===== src/usb_flag_pkg.sv =====
// Purpose: Constants and types shared by the USB flag and status logic
// Assumes: 8-bit register port, 40 MHz system clock
// Notes:   Offsets are byte addresses on the plain register port
package usb_flag_pkg;
   localparam int          NUM_EP            = 5;
   localparam int          DATA_W            = 8;
   localparam int          ADDR_W            = 8;
   localparam logic [7:0]  IN_NAK_FLAGS_ADDR = 8'hEB;
   localparam logic [7:0]  USB_CTRL_ADDR     = 8'hEC;
   localparam logic [7:0]  OUT_FLAGS_ADDR    = 8'hE8;
   localparam logic [7:0]  IRQ_STATUS_ADDR   = 8'hE9;
   localparam logic [7:0]  IRQ_MASK_ADDR     = 8'hEA;
   localparam logic [7:0]  REG_RESET         = 8'h00;
   localparam int          CTRL_WAKEUP_BIT   = 0;
   localparam int          CTRL_VISIBLE_BIT  = 1;
   localparam int          CTRL_USBEN_BIT    = 2;
   localparam int          IRQ_NAK_BIT       = 0;
   localparam int          IRQ_OUT_BIT       = 1;
   localparam logic [4:0]  EP_NONE           = 5'h00;
   localparam logic [4:0]  ODD_EP_MASK       = 5'h0A;
   typedef logic [NUM_EP-1:0] ep_vec_t;
endpackage : usb_flag_pkg


===== src/usb_ep_ready_if.sv =====
// Purpose: Carries IN FIFO readiness between the top and the ready tracker
// Assumes: Single clock domain
// Notes:   None
`timescale 1ns/1ps
`default_nettype none
interface usb_ep_ready_if;
   import usb_flag_pkg::*;
   ep_vec_t loadStrobe;
   ep_vec_t sizeWrite;
   ep_vec_t sentDone;
   ep_vec_t ready;
   modport owner (output loadStrobe, output sizeWrite, output sentDone, input ready);
   modport tracker (input loadStrobe, input sizeWrite, input sentDone, output ready);
endinterface : usb_ep_ready_if
`default_nettype wire


===== src/usb_in_ready.sv =====
// Purpose: Tracks the ready-to-send state of each IN endpoint FIFO
// Assumes: Events are one-cycle pulses on clk
// Notes:   A completed transfer returns the FIFO to not ready unless a size write arrives in the same cycle
`timescale 1ns/1ps
`default_nettype none
module usb_in_ready (
   input  wire logic      clk,
   input  wire logic      rst_n,
   usb_ep_ready_if.tracker rdy
);
   import usb_flag_pkg::*;

   ep_vec_t loaded;
   ep_vec_t armed;

   // ----------------------------------------
   // Per endpoint state
   // ----------------------------------------
   genvar g;
   generate
      for (g = 0; g < NUM_EP; g++) begin : gEp
         always_ff @(posedge clk) begin
            if (!rst_n) begin
               loaded[g] <= 1'b0;
            end else if (rdy.sentDone[g]) begin
               loaded[g] <= 1'b0;
            end else if (rdy.loadStrobe[g]) begin
               loaded[g] <= 1'b1;
            end
         end
         always_ff @(posedge clk) begin
            if (!rst_n) begin
               armed[g] <= 1'b0;
            end else if (rdy.sizeWrite[g]) begin
               armed[g] <= 1'b1;
            end else if (rdy.sentDone[g]) begin
               armed[g] <= 1'b0;
            end
         end
      end
   endgenerate

   // Not ready only while neither loaded nor armed
   assign rdy.ready = loaded | armed;

   property p_size_arms;
      @(posedge clk) disable iff (!rst_n)
         rdy.sizeWrite[1] |=> rdy.ready[1];
   endproperty
   a_size_arms: assert property (p_size_arms) else $error("Size write did not arm FIFO");

   property p_idle_not_ready;
      @(posedge clk) disable iff (!rst_n)
         rdy.sentDone[1] && !rdy.sizeWrite[1] |=> !rdy.ready[1];
   endproperty
   a_idle_not_ready: assert property (p_idle_not_ready) else $error("Ready state inconsistent");
endmodule : usb_in_ready
`default_nettype wire


===== src/usb_fifo_flag_status.sv =====
// Purpose: USB endpoint FIFO flags, NAK decision and control register
// Assumes: Register port is synchronous to clk; FIFO status inputs on clk
// Notes:   Interrupt status clears on read
//
// What this block does
// - One IN NAK flag per endpoint 0..4, set when an IN gets NAK.
// - IN FIFO not ready while not loaded and size not written.
// - Writing the transfer size register makes the IN FIFO ready.
// - IN requests to a not-ready FIFO are answered with NAK while the engine enable bit is set.
// - Flags stay set until firmware writes zero to the bit.
// - With paired FIFOs only odd endpoint flags can set.
// - NAK flag register at 0xEB, reset 0x00, bits 7..5 reserved.
// - One OUT FIFO flag per endpoint 0..4, upper bits reserved.
// - After reset the control register reads 0x00, function disabled.
// - Control register holds engine enable, visibility and remote wakeup.
// - OUT flag sets when FIFO goes from empty to full.
// - Visibility bit maps the selected FIFO into external data space.
// - Wakeup bit forces K state; resume flag not set by it.
//
// Design decision made here: the strobed register port.
`timescale 1ns/1ps
`default_nettype none
module usb_fifo_flag_status (
   input  wire logic                      clk,
   input  wire logic                      rst_n,
   input  wire logic [usb_flag_pkg::ADDR_W-1:0] regAddr,
   input  wire logic [usb_flag_pkg::DATA_W-1:0] regWdata,
   input  wire logic                      regWrite,
   input  wire logic                      regRead,
   output logic      [usb_flag_pkg::DATA_W-1:0] regRdata,
   input  wire logic                      fifoPaired,
   input  wire logic                      inToken,
   input  wire logic [2:0]                tokenEp,
   output logic                           sendNak,
   input  wire usb_flag_pkg::ep_vec_t     inLoadStrobe,
   input  wire usb_flag_pkg::ep_vec_t     sizeWrite,
   input  wire usb_flag_pkg::ep_vec_t     inSentDone,
   input  wire usb_flag_pkg::ep_vec_t     outFifoFull,
   output logic                           engineEnable,
   output logic                           fifoVisible,
   output logic                           forceK,
   output logic                           irq
);
   import usb_flag_pkg::*;

   logic    [7:0] ctrlReg;
   ep_vec_t       inNakFlags;
   ep_vec_t       outFlags;
   ep_vec_t       outFullQ;
   logic    [1:0] irqStatus;
   logic    [1:0] irqMask;
   ep_vec_t       nakEvent;
   ep_vec_t       outEvent;
   ep_vec_t       allowMask;
   ep_vec_t       tokenHot;
   logic    [7:0] next_rdata;

   usb_ep_ready_if rdyBus ();

   // ----------------------------------------
   // Helpers
   // ----------------------------------------
   function automatic ep_vec_t epDecode(input logic [2:0] ep);
      ep_vec_t v;
      v = EP_NONE;
      if (ep < 3'(NUM_EP)) begin
         v[ep] = 1'b1;
      end
      return v;
   endfunction

   function automatic logic isWrite(input logic [7:0] a, input logic [7:0] target,
                                    input logic wr);
      return wr && (a == target);
   endfunction

   // ----------------------------------------
   // Ready tracking
   // ----------------------------------------
   assign rdyBus.loadStrobe = inLoadStrobe;
   assign rdyBus.sizeWrite  = sizeWrite;
   assign rdyBus.sentDone   = inSentDone;

   usb_in_ready uReady (
      .clk   (clk),
      .rst_n (rst_n),
      .rdy   (rdyBus.tracker)
   );

   // ----------------------------------------
   // NAK decision
   // ----------------------------------------
   assign tokenHot = inToken && engineEnable ? epDecode(tokenEp) : EP_NONE;
   assign nakEvent = tokenHot & ~rdyBus.ready;
   assign sendNak  = |nakEvent;

   // Paired FIFOs gate even endpoint flags
   assign allowMask = fifoPaired ? ODD_EP_MASK : {NUM_EP{1'b1}};

   // ----------------------------------------
   // IN NAK flags
   // ----------------------------------------
   always_ff @(posedge clk) begin
      if (!rst_n) begin
         inNakFlags <= REG_RESET[NUM_EP-1:0];
      end else if (isWrite(regAddr, IN_NAK_FLAGS_ADDR, regWrite)) begin
         // Zero clears, one keeps; a new event wins
         inNakFlags <= (inNakFlags & regWdata[NUM_EP-1:0]) | (nakEvent & allowMask);
      end else begin
         inNakFlags <= inNakFlags | (nakEvent & allowMask);
      end
   end

   // ----------------------------------------
   // OUT FIFO flags
   // ----------------------------------------
   always_ff @(posedge clk) begin
      if (!rst_n) begin
         outFullQ <= EP_NONE;
      end else begin
         outFullQ <= outFifoFull;
      end
   end

   assign outEvent = outFifoFull & ~outFullQ & allowMask;

   always_ff @(posedge clk) begin
      if (!rst_n) begin
         outFlags <= REG_RESET[NUM_EP-1:0];
      end else if (isWrite(regAddr, OUT_FLAGS_ADDR, regWrite)) begin
         outFlags <= (outFlags & regWdata[NUM_EP-1:0]) | outEvent;
      end else begin
         outFlags <= outFlags | outEvent;
      end
   end

   // ----------------------------------------
   // Control register
   // ----------------------------------------
   always_ff @(posedge clk) begin
      if (!rst_n) begin
         ctrlReg <= REG_RESET;
      end else if (isWrite(regAddr, USB_CTRL_ADDR, regWrite)) begin
         ctrlReg <= {5'h00, regWdata[2:0]};
      end
   end

   assign engineEnable = ctrlReg[CTRL_USBEN_BIT];
   assign fifoVisible  = ctrlReg[CTRL_VISIBLE_BIT];
   // Wakeup drives K only; no resume event is raised here
   assign forceK       = ctrlReg[CTRL_WAKEUP_BIT];

   // ----------------------------------------
   // Interrupt status and mask
   // ----------------------------------------
   always_ff @(posedge clk) begin
      if (!rst_n) begin
         irqMask <= 2'h0;
      end else if (isWrite(regAddr, IRQ_MASK_ADDR, regWrite)) begin
         irqMask <= regWdata[1:0];
      end
   end

   always_ff @(posedge clk) begin
      if (!rst_n) begin
         irqStatus <= 2'h0;
      end else begin
         irqStatus[IRQ_NAK_BIT] <= (irqStatus[IRQ_NAK_BIT] && !(regRead && regAddr == IRQ_STATUS_ADDR))
                                   || |(nakEvent & allowMask);
         irqStatus[IRQ_OUT_BIT] <= (irqStatus[IRQ_OUT_BIT] && !(regRead && regAddr == IRQ_STATUS_ADDR))
                                   || |outEvent;
      end
   end

   assign irq = |(irqStatus & irqMask);

   // ----------------------------------------
   // Read port
   // ----------------------------------------
   always_comb begin
      next_rdata = 8'h00;
      unique case (regAddr)
         IN_NAK_FLAGS_ADDR: next_rdata = {3'h0, inNakFlags};
         OUT_FLAGS_ADDR:    next_rdata = {3'h0, outFlags};
         USB_CTRL_ADDR:     next_rdata = ctrlReg;
         IRQ_STATUS_ADDR:   next_rdata = {6'h00, irqStatus};
         IRQ_MASK_ADDR:     next_rdata = {6'h00, irqMask};
         default:           next_rdata = 8'h00;
      endcase
   end

   always_ff @(posedge clk) begin
      if (!rst_n) begin
         regRdata <= 8'h00;
      end else if (regRead) begin
         regRdata <= next_rdata;
      end else begin
         regRdata <= 8'h00;
      end
   end

   // ----------------------------------------
   // Checks
   // ----------------------------------------
   property p_nak_sets_flag;
      @(posedge clk) disable iff (!rst_n)
         (nakEvent[4] && allowMask[4]) |=> inNakFlags[4];
   endproperty
   a_nak_sets_flag: assert property (p_nak_sets_flag) else $error("NAK flag not set");

   property p_not_ready_nak;
      @(posedge clk) disable iff (!rst_n)
         inToken && engineEnable && tokenEp == 3'd2 && !rdyBus.ready[2] |-> sendNak;
   endproperty
   a_not_ready_nak: assert property (p_not_ready_nak) else $error("Missing NAK to not-ready FIFO");

   property p_ready_no_nak;
      @(posedge clk) disable iff (!rst_n)
         inToken && tokenEp == 3'd1 && rdyBus.ready[1] |-> !sendNak;
   endproperty
   a_ready_no_nak: assert property (p_ready_no_nak) else $error("NAK to ready FIFO");

   property p_flag_sticky;
      @(posedge clk) disable iff (!rst_n)
         inNakFlags[1] && !(regWrite && regAddr == IN_NAK_FLAGS_ADDR && !regWdata[1]) |=> inNakFlags[1];
   endproperty
   a_flag_sticky: assert property (p_flag_sticky) else $error("NAK flag lost without clear");

   property p_clear_works;
      @(posedge clk) disable iff (!rst_n)
         regWrite && regAddr == OUT_FLAGS_ADDR && !regWdata[0] && !outEvent[0] |=> !outFlags[0];
   endproperty
   a_clear_works: assert property (p_clear_works) else $error("OUT flag clear failed");

   property p_paired_even;
      @(posedge clk) disable iff (!rst_n)
         fifoPaired && !inNakFlags[2] |=> !inNakFlags[2];
   endproperty
   a_paired_even: assert property (p_paired_even) else $error("Even flag set while paired");

   property p_reserved_zero;
      @(posedge clk) disable iff (!rst_n)
         regRead && (regAddr == IN_NAK_FLAGS_ADDR || regAddr == OUT_FLAGS_ADDR) |=> regRdata[7:5] == 3'h0;
   endproperty
   a_reserved_zero: assert property (p_reserved_zero) else $error("Reserved bits not zero");

   property p_out_edge;
      @(posedge clk) disable iff (!rst_n)
         outFifoFull[2] && !$past(outFifoFull[2]) && allowMask[2] |=> outFlags[2];
   endproperty
   a_out_edge: assert property (p_out_edge) else $error("OUT flag not set on full");

   property p_reset_ctrl;
      @(posedge clk) $past(!rst_n) |-> ctrlReg == 8'h00 && !engineEnable;
   endproperty
   a_reset_ctrl: assert property (p_reset_ctrl) else $error("Control not cleared by reset");

   property p_set_wins;
      @(posedge clk) disable iff (!rst_n)
         regWrite && regAddr == IN_NAK_FLAGS_ADDR && nakEvent[3] && allowMask[3] |=> inNakFlags[3];
   endproperty
   a_set_wins: assert property (p_set_wins) else $error("Set lost to clear");

   property p_disabled_no_nak;
      @(posedge clk) disable iff (!rst_n)
         !engineEnable |-> !sendNak;
   endproperty
   a_disabled_no_nak: assert property (p_disabled_no_nak) else $error("NAK while disabled");

   property p_ctrl_write;
      @(posedge clk) disable iff (!rst_n)
         regWrite && regAddr == USB_CTRL_ADDR |=> ctrlReg[2:0] == $past(regWdata[2:0]);
   endproperty
   a_ctrl_write: assert property (p_ctrl_write) else $error("Control write lost");

   property p_even_out;
      @(posedge clk) disable iff (!rst_n)
         fifoPaired && !outFlags[4] |=> !outFlags[4];
   endproperty
   a_even_out: assert property (p_even_out) else $error("Even OUT flag set while paired");

   property p_out_needs_edge;
      @(posedge clk) disable iff (!rst_n)
         !outFlags[4] && !(outFifoFull[4] && !outFullQ[4]) |=> !outFlags[4];
   endproperty
   a_out_needs_edge: assert property (p_out_needs_edge) else $error("OUT flag set without fill");

   property p_nak_needs_event;
      @(posedge clk) disable iff (!rst_n)
         !inNakFlags[1] && !nakEvent[1] |=> !inNakFlags[1];
   endproperty
   a_nak_needs_event: assert property (p_nak_needs_event) else $error("NAK flag set without NAK");

   property p_wakeup_k;
      @(posedge clk) disable iff (!rst_n)
         regWrite && regAddr == USB_CTRL_ADDR && regWdata[CTRL_WAKEUP_BIT] |=> forceK;
   endproperty
   a_wakeup_k: assert property (p_wakeup_k) else $error("Wakeup did not force K");

   property p_visible;
      @(posedge clk) disable iff (!rst_n)
         regWrite && regAddr == USB_CTRL_ADDR && regWdata[CTRL_VISIBLE_BIT] |=> fifoVisible;
   endproperty
   a_visible: assert property (p_visible) else $error("FIFO not made visible");

   property p_out_sticky;
      @(posedge clk) disable iff (!rst_n)
         outFlags[2] && !(regWrite && regAddr == OUT_FLAGS_ADDR && !regWdata[2]) |=> outFlags[2];
   endproperty
   a_out_sticky: assert property (p_out_sticky) else $error("OUT flag lost without clear");

   property p_ctrl_reserved;
      @(posedge clk) disable iff (!rst_n)
         regRead && regAddr == USB_CTRL_ADDR |=> regRdata[7:3] == 5'h00;
   endproperty
   a_ctrl_reserved: assert property (p_ctrl_reserved) else $error("Control reserved bits set");

   property p_nak_needs_token;
      @(posedge clk) disable iff (!rst_n)
         sendNak |-> inToken && engineEnable;
   endproperty
   a_nak_needs_token: assert property (p_nak_needs_token) else $error("NAK without token");

   property p_flags_reset;
      @(posedge clk) $past(!rst_n) |-> inNakFlags == EP_NONE && outFlags == EP_NONE;
   endproperty
   a_flags_reset: assert property (p_flags_reset) else $error("Flags not cleared by reset");

   property p_token_range;
      @(posedge clk) disable iff (!rst_n)
         inToken && tokenEp > 3'd4 |-> !sendNak;
   endproperty
   a_token_range: assert property (p_token_range) else $error("NAK to unknown endpoint");

   property p_even_nak_ep0;
      @(posedge clk) disable iff (!rst_n)
         fifoPaired && !inNakFlags[0] |=> !inNakFlags[0];
   endproperty
   a_even_nak_ep0: assert property (p_even_nak_ep0) else $error("Even NAK flag set while paired");

   property p_nak_raises_status;
      @(posedge clk) disable iff (!rst_n)
         |(nakEvent & allowMask) |=> irqStatus[IRQ_NAK_BIT];
   endproperty
   a_nak_raises_status: assert property (p_nak_raises_status) else $error("NAK status not raised");
endmodule : usb_fifo_flag_status
`default_nettype wire


===== config.mk =====
export PLATFORM = sky130hd
export DESIGN_NAME = usb_fifo_flag_status
export DESIGN_NICKNAME = d
export VERILOG_FILES = /design/src/usb_flag_pkg.sv /design/src/usb_ep_ready_if.sv /design/src/usb_in_ready.sv /design/src/usb_fifo_flag_status.sv
export SDC_FILE = /design/constraint.sdc
export NUM_CORES = 1
export LEC_CHECK = 0
export ABC_AREA = 1
export BUFFER_PORTS_ARGS = -buffer_cell sky130_fd_sc_hd__buf_4
export CAP_MARGIN = 30
export CORE_MARGIN = 1
export CORE_UTILIZATION = 50
export DETAILED_ROUTE_END_ITERATION = 12
export PLACE_DENSITY = 0.88
export SYNTH_ARGS = -nofsm -noshare
export SYNTH_HDL_FRONTEND = slang
export SYNTH_HIERARCHICAL = 1
export SYNTH_SLANG_ARGS = --single-unit

===== constraint.sdc =====
create_clock -name clk -period 1.75 [get_ports clk]
set_input_delay 0.175 -clock clk [delete_from_list [all_inputs] [get_ports clk]]
set_output_delay 0.175 -clock clk [all_outputs]
set_load 0.01 [all_outputs]

Word-level counts from Yosys, hierarchy flattened --
Cells that the tools add are included.
Word-level totals: input bits 45, flip-flop bits (word level) 40, logic and storage cells 85, output and inout port bits 13
Operators by class: reductions and logical operators 27, equal/unequal tests 5, $lt $le $gt $ge 3, bitwise logic cells 15, muxes and demuxes 18
Operator list (count):
- 8-bit equality test, second input constant | 5
- 5-bit bitwise AND | 6
- 5-bit two-way mux | 5
- 5-bit bitwise OR | 5
- 5-bit case mux with 5 select lines | 1
- 5-bit OR reduction | 3
- 2-bit OR reduction | 6
- 1-bit two-way mux | 11
- 5-bit inverter | 2
- 2-bit nonzero test | 5
- 1-bit logical AND | 9
- 3-bit by 4-bit less-than comparator with 1-bit output, second input constant | 1
- 1-bit demux with 3-bit select | 1
- 3-bit by 1-bit greater-or-equal comparator with 1-bit output, second input constant | 1
- 3-bit less-than comparator, second input constant | 1
- 2-bit bitwise AND | 1
- 1-bit logical OR | 2
- 2-bit AND reduction | 1
- 1-bit zero test | 1
- 1-bit inverter | 1

Depth between registers and ports, before layout --
depth in word-level cells 10, mapped depth 8, gate-level depth less buffers 8

Modules after synthesis --
Netlist, hierarchy kept.
By module, submodules not included:
- usb_fifo_flag_status | instances 1, cells each 205, area each 1452.6 sq um, seq. area each 540.5 sq um
- usb_in_ready | instances 1, cells each 51, area each 395.4 sq um, seq. area each 200.2 sq um

Worst setup path after synthesis --
No wires, ideal clock.
path type register -> output, start reg uReady.armed[3], end out sendNak, path slack 626 ps, data required time 1575 ps, path buffers 0, stages on the path, launching flop included 7, arrival 949 ps, path through dfxtp_1 or2_2 nor2_1 nand3_1 nand2_1 inv_1 nand4_1
On the way: cells in the longest elaborated chain, start to end 4
Ends and longest elaborated chain:
- from (decl) | line usb_in_ready.sv:14 | ep_vec_t armed;
- from (signal, indexed assignment) | line usb_in_ready.sv:33 | armed[g] <= 1'b0;
- from (signal, indexed assignment) | line usb_in_ready.sv:35 | armed[g] <= 1'b1;
- from (signal, indexed assignment) | line usb_in_ready.sv:37 | armed[g] <= 1'b0;
- 5-bit bitwise OR | line usb_in_ready.sv:44 | assign rdy.ready = loaded | armed;
- via rdyBus.ready[3] | line usb_ep_ready_if.sv:11 | ep_vec_t ready;
- 5-bit inverter | line usb_fifo_flag_status.sv:94 | assign nakEvent = tokenHot & ~rdyBus.ready;
- 5-bit bitwise AND | line usb_fifo_flag_status.sv:94
- 5-bit OR reduction | line usb_fifo_flag_status.sv:95 | assign sendNak = |nakEvent;
- to (decl) | line usb_fifo_flag_status.sv:34 | output logic sendNak,
The timed path passes the listed nets, and every way through them passes these cells.

Final worst setup path --
start reg uReady.armed[1], end out sendNak
Same word-level chain as after synthesis.

==> metrics.csv <==
stage;metric;value;unit
critical_path;path_delay_family;simple AND/OR/NAND/NOR gates;
clock_network;clockBufferDepth;2;
floorplan;die_area;0.00394;sq mm
detailed_routing;drt-initial-drc-count;115;
synthesis;yosysUniqueCellTypes;26;
clock_network;clock_latency;0.29;ns
power_and_ir_drop;ir_drop;0.664;mV
synthesis;synth_top_area_share;0.401;
synthesis;synth.area.top_cells;dfxtp_1 (40%), nand2_1 (12%), nand3_1 (7.6%);
placement;dp_cells;347;
critical_path;max_stage_delay;0.31;ns
critical_path;cp_max_fo;2;
critical_path;reg2reg_to;irqStatus[0];
detailed_routing;totalWireLength;3740;um
detailed_routing;drc;0;
status;status;completed;
timing;period_needed;1.64;ns
critical_path;end_kind;output pin;
synthesis;postSynthAreaPerCell;7.22;sq um
layout;nets;353;
floorplan;initial_core_util;0.537;
placement;place_congestion;0.861;
floorplan;ios;58;
timing;setup_slack;0.106;ns
power_and_ir_drop;p_leak;1.20;nW
detailed_routing;dr.pass1.iters;4;
critical_path;r2r_slack;0.53;ns
synthesis;yosysTopAreaCell;dfxtp_1;
critical_path;timing.critical_path.slowest_stage_cell;dfxtp_1;
grt;grt_pass1_wl;6480;um
synthesis;syn_inst;256;
timing;period_share;0.939;
placement;numPortBuffers;51;
timing;final_hold_viol_count;0;
power_and_ir_drop;finalPower;1.87;mW
critical_path;crit_required;1.57;ns
worst_hold_path;whs_path_depth;3;
grt;grt_max_degree;27;
timing;slew_violations;0;
layout;final_cells;355;
placement;hpwl;2910;um
clock_network;clkTransAtPathRegs;0.07;ns
clock_network;cts_tree;done;
critical_path;reg2regPathDepth;8;
worst_hold_path;hold_class;input port to register;
clock_network;htree_levels;2;
grt;gr-usage-all-layers;0.214;
timing;fmax;608;MHz
critical_path;path_class;register to output pin;
clock_network;hold_buffers;0;
critical_path;path_cells;or2_2 -> nor2_1 -> nand3_1 -> nand2_1 -> inv_1 -> nand4_1 -> buf_4;
power_and_ir_drop;power_density;798;mW/mm^2
synthesis;yosys_warnings;6;
layout;syn2layout_area_growth;27.0;%
clock_network;cts_buffers;5;
run;max_cap_violations;0;
clock_network;clkSinkCount;37;
timing;whs;0.0688;ns
critical_path;cp_num_buf_inv;2;
floorplan;die_h;62.8;um
critical_path;r2r_start;uReady/loaded[2];
clock_network;postCtsSetupBuffers;0;
worst_hold_path;hold_path.startpoint;outFifoFull[3];
synthesis;ys_seq_elements;37;
critical_path;arrival;1.47;ns
worst_hold_path;hold_path_end;outFullQ[3];
floorplan;coreArea;0.00344;sq mm
timing;setup_tns;0;ns
detailed_routing;viasPerCell;4.82;
synthesis;netlist_area;0.00185;sq mm
timing;rsz0062_at_grt;false;
clock_network;cts_resized;0;
critical_path;setup.worst_path.start_class;register;
grt;antenna_found_initial;0;
layout;num_antenna_cells;0;
floorplan;die_x;62.8;um
synthesis;seq_area_frac_synth;0.401;
clock_network;root_buffer;clkbuf_8;
grt;grt_pass1_vias;1573;
timing;setup_viol;0;
detailed_routing;avgRoutedWirePerCell;10.5;um
grt;grt_overflow;0;
detailed_routing;num_vias;1710;
floorplan;floorplan.rows;21;
timing;finClkSkew;0.00879;ns
detailed_routing;ant_nets;0;
placement;place_ws;0.433;ns
layout;drive_gt1_frac;0.288;
[routing by layer]
layer | up-vias | GRT usage | routed length (um)
li1 | 898 | - | -
met1 | 748 | 0.218 | 1560
met2 | 60 | 0.382 | 1840
met3 | 4 | 0.0803 | 276
met4 | 0 | 0.105 | 59
met5 | - | 0 | 0
[final cells by class]
type / count / area (sq um)
clock buffer: 6 / 82.6
clock inverter: 2 / 37.5
fill: 302 / 1090
inverter: 39 / 146
multi-input combinational: 174 / 900
sequential: 37 / 741
tap: 46 / 57.6
timing repair buffer: 51 / 383
[worst max-delay path by stage]
stage,from,endpoint,slack (ns),cells past startpoint
after floorplan,uReady/armed[3],sendNak,0.63,6
after global placement,regAddr[4],inNakFlags[3],0.49,9
after detailed placement,uReady/armed[1],sendNak,0.43,7
after CTS,uReady/armed[1],sendNak,0.11,7
after global routing,uReady/armed[1],sendNak,0.04,7
final,uReady/armed[1],sendNak,0.11,7
[cells in the final DEF, fill, tap and decap left out, drive strengths merged]
cell,instances
buf,51
nand2,66
a21oi,21
inv,39
dfxtp,37
nand3,30
clkinvlp,1
nor2,35
nand4,5
nor3,4
o21ai,3
or2,5
conb,3
bufinv,1
nand3b,1
a22o,1
clkbuf,6
[flip-flops by register name (all words and copies together), names as in the netlist]
register	count
irqStatus	2
regRdata	5
irqMask	2
uReady/loaded	5
outFlags	5
outFullQ	5
inNakFlags	5
ctrlReg	3
uReady/armed	5
[worst register-to-register path, stage by stage (launching register included)]
cell,delay (ns)
dfxtp_1,0.31
or2_2,0.29
nor2_1,0.09
nand3_1,0.10
nor2_1,0.14
nor2_1,0.06
nand2_1,0.05
nor2_1,0.03
nor2_1,0.07
[cells in the mapped netlist]
cell type  number
nand2_2         5
buf_4           3
nor2_4          4
nand3b_1        1
clkbuf_1        1
buf_8           1
o21ai_0         3
nand3_1        28
dfxtp_1        37
inv_2           3
nand4_1         5
nor3_1          3
or2_2           5
nor2_8          3
buf_6           2
a22o_1          1
buf_2           1
nand3_2         2
nor2_2          5
nand2_1        59
inv_1          36
nor2_1         23
conb_1          1
nor3_4          1
a21oi_1        21
nand2_4         2
[where the power goes]
| part | total [mW] | internal (mW) | switching, mW |
|---|---|---|---|
| sequential | 0.887 | 0.872 | 0.0147 |
| combinational | 0.217 | 0.102 | 0.115 |
| clock | 0.770 | 0.463 | 0.307 |
[logic make-up (layout without fill, tap and decap cells)]
logic type,count (synthesis),count (layout),share of synthesized area
buf+inv,47,98,0.116
other cells,1,3,0.00203
flops,37,37,0.401
simple gates,146,146,0.411
compound gates,25,25,0.0697
[stage by stage]
step / cell area [sq um] / util
floorplan: 1860 / -
global placement: 2230 / 0.647
CTS: 2350 / 0.682
finish: 2350 / 0.682
global route: 2350 / 0.682
detailed placement: 2230 / 0.647
(Power assumes the default switching activity.)
